===== src/mqwps_pkg.sv =====
package mqwps_pkg;

  // =====================================================================
  // address bus layout
  localparam int ADDR_W      = 7;
  localparam int QSEL_W      = 4;
  localparam int QSEL_LSB    = 0;
  localparam int DEV_ID_W    = 3;
  localparam int DEV_ID_LSB  = 4;
  localparam int SECTOR_BIT  = 0;
  localparam int NUM_QUEUES  = 16;
  localparam int NUM_DEVICES = 8;
  localparam int FLAG_BUS_W  = 8;
  localparam int NUM_SECTORS = 2;

  // =====================================================================
  // reset values and timing
  localparam logic [QSEL_W-1:0] QSEL_RST   = 4'h0;
  localparam logic              SECTOR_RST = 1'h0;
  // edges from selection edge until the new queue takes data
  localparam int SWITCH_EDGES = 2;

endpackage


===== src/mqwps_flag_mux.sv =====
`timescale 1ns/1ps

// =====================================================================
// flag bus register: direct sector or polled rotation
module mqwps_flag_mux
  import mqwps_pkg::*;
(
  // clock and reset
  input  wire logic                  ref_clk_i,
  input  wire logic                  rst_i,
  // control
  input  wire logic                  polled_mode_i,
  input  wire logic                  sector_i,
  input  wire logic [NUM_QUEUES-1:0] almost_full_i,
  // flag bus
  output logic [FLAG_BUS_W-1:0]      almost_full_flag_bus_n_o,
  output logic                       poll_sector_o
);

  logic                  poll_ff;
  logic                  nxt_poll;
  logic                  shown_sector;
  logic [FLAG_BUS_W-1:0] nxt_bus_n;

  // polling advances every edge, independent of write enable
  assign nxt_poll     = ~poll_ff;
  assign shown_sector = polled_mode_i ? poll_ff : sector_i;
  assign nxt_bus_n    = shown_sector
                      ? ~almost_full_i[NUM_QUEUES-1:FLAG_BUS_W]
                      : ~almost_full_i[FLAG_BUS_W-1:0];

  always_ff @(posedge ref_clk_i or posedge rst_i) begin
    if (rst_i) begin
      poll_ff                  <= 1'h0;
      almost_full_flag_bus_n_o <= 8'hFF;
      poll_sector_o            <= 1'h0;
    end else begin
      poll_ff                  <= polled_mode_i ? nxt_poll : 1'h0;
      almost_full_flag_bus_n_o <= nxt_bus_n;
      poll_sector_o            <= shown_sector;
    end
  end

endmodule


===== src/mqwps_write_port.sv =====
`timescale 1ns/1ps

module mqwps_write_port
  import mqwps_pkg::*;
#(
  parameter int DATA_W = 18
)(
  // clock and reset
  input  wire logic                  ref_clk_i,
  input  wire logic                  rst_i,
  // configuration
  input  wire logic [DEV_ID_W-1:0]   device_id_i,
  input  wire logic                  polled_mode_i,
  // write port
  input  wire logic                  write_enable_n_i,
  input  wire logic [DATA_W-1:0]     write_data_i,
  input  wire logic                  write_queue_select_strobe_i,
  input  wire logic                  flag_sector_strobe_i,
  input  wire logic [ADDR_W-1:0]     write_queue_address_i,
  // queue status from storage
  input  wire logic [NUM_QUEUES-1:0] almost_full_i,
  // to queue storage
  output logic                       store_valid_o,
  output logic [QSEL_W-1:0]          store_queue_o,
  output logic [DATA_W-1:0]          store_data_o,
  // status
  output logic [QSEL_W-1:0]          active_queue_o,
  output logic                       sector_o,
  output logic                       poll_sector_o,
  output logic [FLAG_BUS_W-1:0]      almost_full_flag_bus_n_o
);

  initial begin
    if (DATA_W < 1) $error("DATA_W must be at least 1");
    if (ADDR_W != DEV_ID_LSB + DEV_ID_W) begin
      $error("address layout does not fill the address bus");
    end
    if (NUM_QUEUES != (1 << QSEL_W)) begin
      $error("queue field does not span all queues");
    end
    if (NUM_DEVICES != (1 << DEV_ID_W)) begin
      $error("id field does not span all devices");
    end
    if (FLAG_BUS_W * NUM_SECTORS != NUM_QUEUES) begin
      $error("flag sectors do not cover all queues");
    end
  end

  // =====================================================================
  // address decode
  logic              id_match;
  logic              queue_sel;
  logic              sector_sel;
  logic [QSEL_W-1:0] addr_queue;
  logic              addr_sector;

  assign id_match    = write_queue_address_i[DEV_ID_LSB +: DEV_ID_W]
                       == device_id_i;
  assign addr_queue  = write_queue_address_i[QSEL_LSB +: QSEL_W];
  // strobe is taken regardless of write enable
  assign queue_sel   = write_queue_select_strobe_i & id_match;
  // bits three to one are not looked at
  assign addr_sector = write_queue_address_i[SECTOR_BIT];
  assign sector_sel  = flag_sector_strobe_i & id_match
                       & ~polled_mode_i;

  // =====================================================================
  // queue selection pipeline
  logic [QSEL_W-1:0] pend_queue_ff;
  logic              pend_valid_ff;
  logic [QSEL_W-1:0] active_queue_ff;
  logic [QSEL_W-1:0] nxt_active_queue;
  logic              sector_ff;
  logic              nxt_sector;
  logic              store_now;

  // pending choice becomes active one edge after the selection edge,
  // so the selection edge and the next still use the old queue
  assign nxt_active_queue = pend_valid_ff ? pend_queue_ff
                                          : active_queue_ff;
  assign nxt_sector = sector_sel ? addr_sector : sector_ff;
  assign store_now  = ~write_enable_n_i;

  always_ff @(posedge ref_clk_i or posedge rst_i) begin
    if (rst_i) begin
      pend_queue_ff   <= QSEL_RST;
      pend_valid_ff   <= 1'h0;
      active_queue_ff <= QSEL_RST;
      sector_ff       <= SECTOR_RST;
    end else begin
      if (queue_sel) begin
        pend_queue_ff <= addr_queue;
      end
      pend_valid_ff   <= queue_sel;
      active_queue_ff <= nxt_active_queue;
      sector_ff       <= nxt_sector;
    end
  end

  // =====================================================================
  // store strobe to queue storage
  always_ff @(posedge ref_clk_i or posedge rst_i) begin
    if (rst_i) begin
      store_valid_o  <= 1'h0;
      store_queue_o  <= QSEL_RST;
      store_data_o   <= '0;
      active_queue_o <= QSEL_RST;
      sector_o       <= SECTOR_RST;
    end else begin
      store_valid_o  <= store_now;
      store_queue_o  <= active_queue_ff;
      store_data_o   <= write_data_i;
      active_queue_o <= nxt_active_queue;
      sector_o       <= nxt_sector;
    end
  end

  // =====================================================================
  // flag bus
  mqwps_flag_mux u_flag_mux (
    .ref_clk_i                (ref_clk_i),
    .rst_i                    (rst_i),
    .polled_mode_i            (polled_mode_i),
    .sector_i                 (sector_ff),
    .almost_full_i            (almost_full_i),
    .almost_full_flag_bus_n_o (almost_full_flag_bus_n_o),
    .poll_sector_o            (poll_sector_o)
  );

endmodule


===== config.mk =====
export PLATFORM = sky130hd
export DESIGN_NAME = mqwps_write_port
export DESIGN_NICKNAME = d
export VERILOG_FILES = /design/src/mqwps_pkg.sv /design/src/mqwps_flag_mux.sv /design/src/mqwps_write_port.sv
export SDC_FILE = /design/constraint.sdc
export NUM_CORES = 1
export LEC_CHECK = 0
export ABC_AREA = 0
export BUFFER_PORTS_ARGS = -buffer_cell sky130_fd_sc_hd__clkbuf_2
export CORE_MARGIN = 1
export CORE_UTILIZATION = 35
export CTS_CLUSTER_DIAMETER = 120
export DETAILED_ROUTE_END_ITERATION = 7
export PLACE_DENSITY_LB_ADDON = 0.25
export SLEW_MARGIN = 30
export SYNTH_ARGS = -nofsm -noshare
export SYNTH_HDL_FRONTEND = slang
export SYNTH_SLANG_ARGS = --single-unit

===== constraint.sdc =====
create_clock -name ref_clk_i -period 1.39 [get_ports ref_clk_i]
set_input_delay 0.2085 -clock ref_clk_i [delete_from_list [all_inputs] [get_ports ref_clk_i]]
set_output_delay 0.2085 -clock ref_clk_i [all_outputs]
set_load 0.02 [all_outputs]

==> run_results.csv <==
group,metric,value,unit
worst_setup_path,required,1.18,ns
sta,worst_pin_slew,0.6989,ns
worst_setup_path,cp.depth,1,
global_routing,grt_pass1_wl,4298,um
global_routing,grt_use_met3,7.118,%
drt,drt_iter0_markers,20,
sta,tns,0,ns
worst_setup_path,start_kind,"register",
synthesis,ys_types,12,
worst_setup_path,arrival,0.96,ns
global_routing,met1_usage,13.89,%
floorplan,io_pins,87,
cts,insertion_delay,0.28,ns
layout,area_delta_synth_final,44.70,%
hold_path,hold_class,"in -> reg",
placed_design,hpwl,2021,um
global_routing,met2_usage,24.48,%
global_routing,grt_overflow,0,
worst_setup_path,r2r_end,"u_flag_mux.almost_full_flag_bus_n_o[2]",
pwr,peakVddDrop,0.6991,mV
sta,fmax,0.8567,GHz
worst_setup_path,critPathTopFamily,"flip-flops",
run_status,status,"finished clean",
pwr,fin_total_pwr,3.281,mW
worst_setup_path,path_max_fanout,1,
worst_setup_path,rr_worst_depth,2,
job,cap_violations,0,
drt,viasPerCell,4.149,
synthesis,yosysWarnings,0,
sta,setup_violations,0,
worst_setup_path,crit_chain,"clkbuf_2",
sta,final.min_clock_period,1.167,ns
floorplan,initial_core_util,37.23,%
layout,num_antenna_cells,0,
layout,final_cells,215,
worst_setup_path,cpMaxStageDelayCell,"dfstp_2",
cts,path_clk_slew,0.07,ns
pwr,p_leak,1.078,nW
placed_design,place_ws,0.1221,ns
sta,period_share,83.98,%
cts,cts_tree,"built",
placed_design,placed_cells,207,
worst_setup_path,cp-endpoint,"almost_full_flag_bus_n_o[1]",
synthesis,syn-cell-area,1394,um^2
drt,dr.pass1.iters,3,
worst_setup_path,rrSetupSlack,0.24,ns
global_routing,grt_usage,14.20,%
floorplan,die_area,4239,um^2
global_routing,busiest_layer,"met2",
worst_setup_path,crit_start,"u_flag_mux.almost_full_flag_bus_n_o[1]",
floorplan,die_height,65.11,um
global_routing,antenna_found_initial,0,
sta,fin_skew,0.004434,ns
worst_setup_path,rr_startpoint,"sector_o",
worst_setup_path,critical_path.max_stage_delay,0.52,ns
cts,cts.path.max_buffers,2,
worst_setup_path,setup.worst_path.class,"reg -> out",
cts,cts-root-buf,"clkbuf_8",
layout,fillers,354,
synthesis,synthCells,72,
worst_setup_path,path_buf_inv,1,
global_routing,grt_pass1_vias,993,
sta,finalWorstSetupSlack,0.2227,ns
placed_design,io_buffers,86,
sta,slew_violations,0,
synthesis,synth_seq_cells,43,
synthesis,avgSynthCellArea,19.36,um^2
cts,post_cts_resize_count,0,
placed_design,gp_congestion,0.6523,
synthesis,seq_area_frac_synth,77.92,%
worst_setup_path,critPathCaptureType,"output pin",
cts,cts.sinks,43,
synthesis,syn-num-nets,122,
cts,cts_buffers,5,
global_routing,grt_max_degree,26,
cts,htreeDepth,2,
drt,wl,2581,um
pwr,power_density,1627,nW/um^2
drt,wl_per_cell,12.00,um
layout,final_nets,217,
sta,final_hold_viol_count,0,
layout,drive_gt1_share,68.26,%
sta,max_slew_margin,53.12,%
floorplan,core,3744,um^2
drt,antenna_left,0,
cts,postCtsSetupRepairBufs,0,
floorplan,die_w,65.11,um
drt,num_vias,892,
floorplan,placementRows,22,
drt,drc,0,
sta,rsz0062_at_grt,"false",
## per-layer routing
layer / vias up / share of wire (%)
met5: - / 0
met4: 0 / 0.93
met3: 2 / 7.7
met2: 44 / 55
met1: 422 / 37
li1: 424 / -
## synthesized netlist by cell type
library cell,n,area (um^2)
mux2_2,9,101.4
nor2b_1,1,6.260
nand2b_1,1,6.260
dfstp_2,8,210.2
dfrtp_1,35,875.8
mux2i_4,1,22.52
nand4bb_4,1,27.53
mux2i_1,8,80.08
inv_1,4,15.01
xnor2_2,1,16.27
xor2_1,2,17.52
nor4b_2,1,15.01
## how the worst min path moves through the flow
stage                           startpoint               end  slack [ns]  cells past startpoint
after floorplan            write_data_i[0]   store_data_o[0]        0.24                      0
after global placement               rst_i   store_data_o[9]        0.23                      2
after detailed placement             rst_i  store_data_o[16]        0.24                      2
after CTS                 write_data_i[11]  store_data_o[11]        0.02                      1
after global routing      write_data_i[11]  store_data_o[11]      0.0002                      1
final                     write_data_i[11]  store_data_o[11]        0.03                      1
## state kept, by name (all words and copies together), names as in the netlist
signal                               flops
u_flag_mux.poll_ff                       1
u_flag_mux.almost_full_flag_bus_n_o      8
pend_valid_ff                            1
pend_queue_ff                            4
u_flag_mux.poll_sector_o                 1
sector_o                                 1
store_queue_o                            4
store_data_o                            18
store_valid_o                            1
active_queue_o                           4
## power breakdown
group	leakage, nW	internal (mW)	switching (mW)
logic	0.525	0.324	0.442
registers	0.502	1.51	0.110
clock network	0.0513	0.526	0.367
total	1.08	2.36	0.919
## final cells by class
class	count	area, um^2	area share, %
flip-flops and latches	43	1086	53.85
clock inverters	1	30.03	1.489
repair buffers	88	460.4	22.83
multi-input cells	25	292.8	14.52
well taps	48	60.06	2.978
clock buffers	6	72.57	3.598
inverters	4	15.01	0.7444
## worst register-to-register path, stage by stage (launching register included)
cell and delay (ns):
dfrtp_1 0.43, mux2i_4 0.40, mux2i_1 0.25
## metrics by stage
stage / hold WS [ns] / cell area (um^2) / util [%]
2_1_floorplan: 0.2399 / 1394 / -
3_3_place_gp: 0.2271 / 1904 / 50.87
3_5_place_dp: 0.2419 / 1904 / 50.87
4_1_cts: 0.01677 / 2017 / 53.88
5_1_grt: 0.0001504 / 2017 / 53.88
6_report: 0.02952 / 2017 / 53.88
## cells by family (layout without fill, tap and decap cells)
group / count (synthesis) / count (layout) / synth area share [%]
buf+inv: 4 / 99 / 1.077
simple gates: 4 / 4 / 3.950
mux: 18 / 18 / 14.63
xor+xnor: 3 / 3 / 2.424
flops: 43 / 43 / 77.92
## placed cells by master, fill, tap and decap left out
cell	instances
nand4bb_4	1
nor2b_1	1
nand2b_1	1
clkbuf_8	5
dfrtp_1	35
clkinv_1	1
clkbuf_1	1
nor4b_2	1
clkbuf_2	86
inv_1	3
dlygate4sd3_1	1
dfstp_2	8
bufinv_16	1
mux2i_1	8
mux2_2	9
xnor2_2	1
mux2i_4	1
buf_12	1
xor2_1	2
## repair_timing
action                                  4_1_cts  5_1_grt
hold buffers                                  1        0
endpoints found under the hold margin        10        0
endpoints found under the setup margin        0        0
Note: power is estimated with default switching activity, not from simulation.
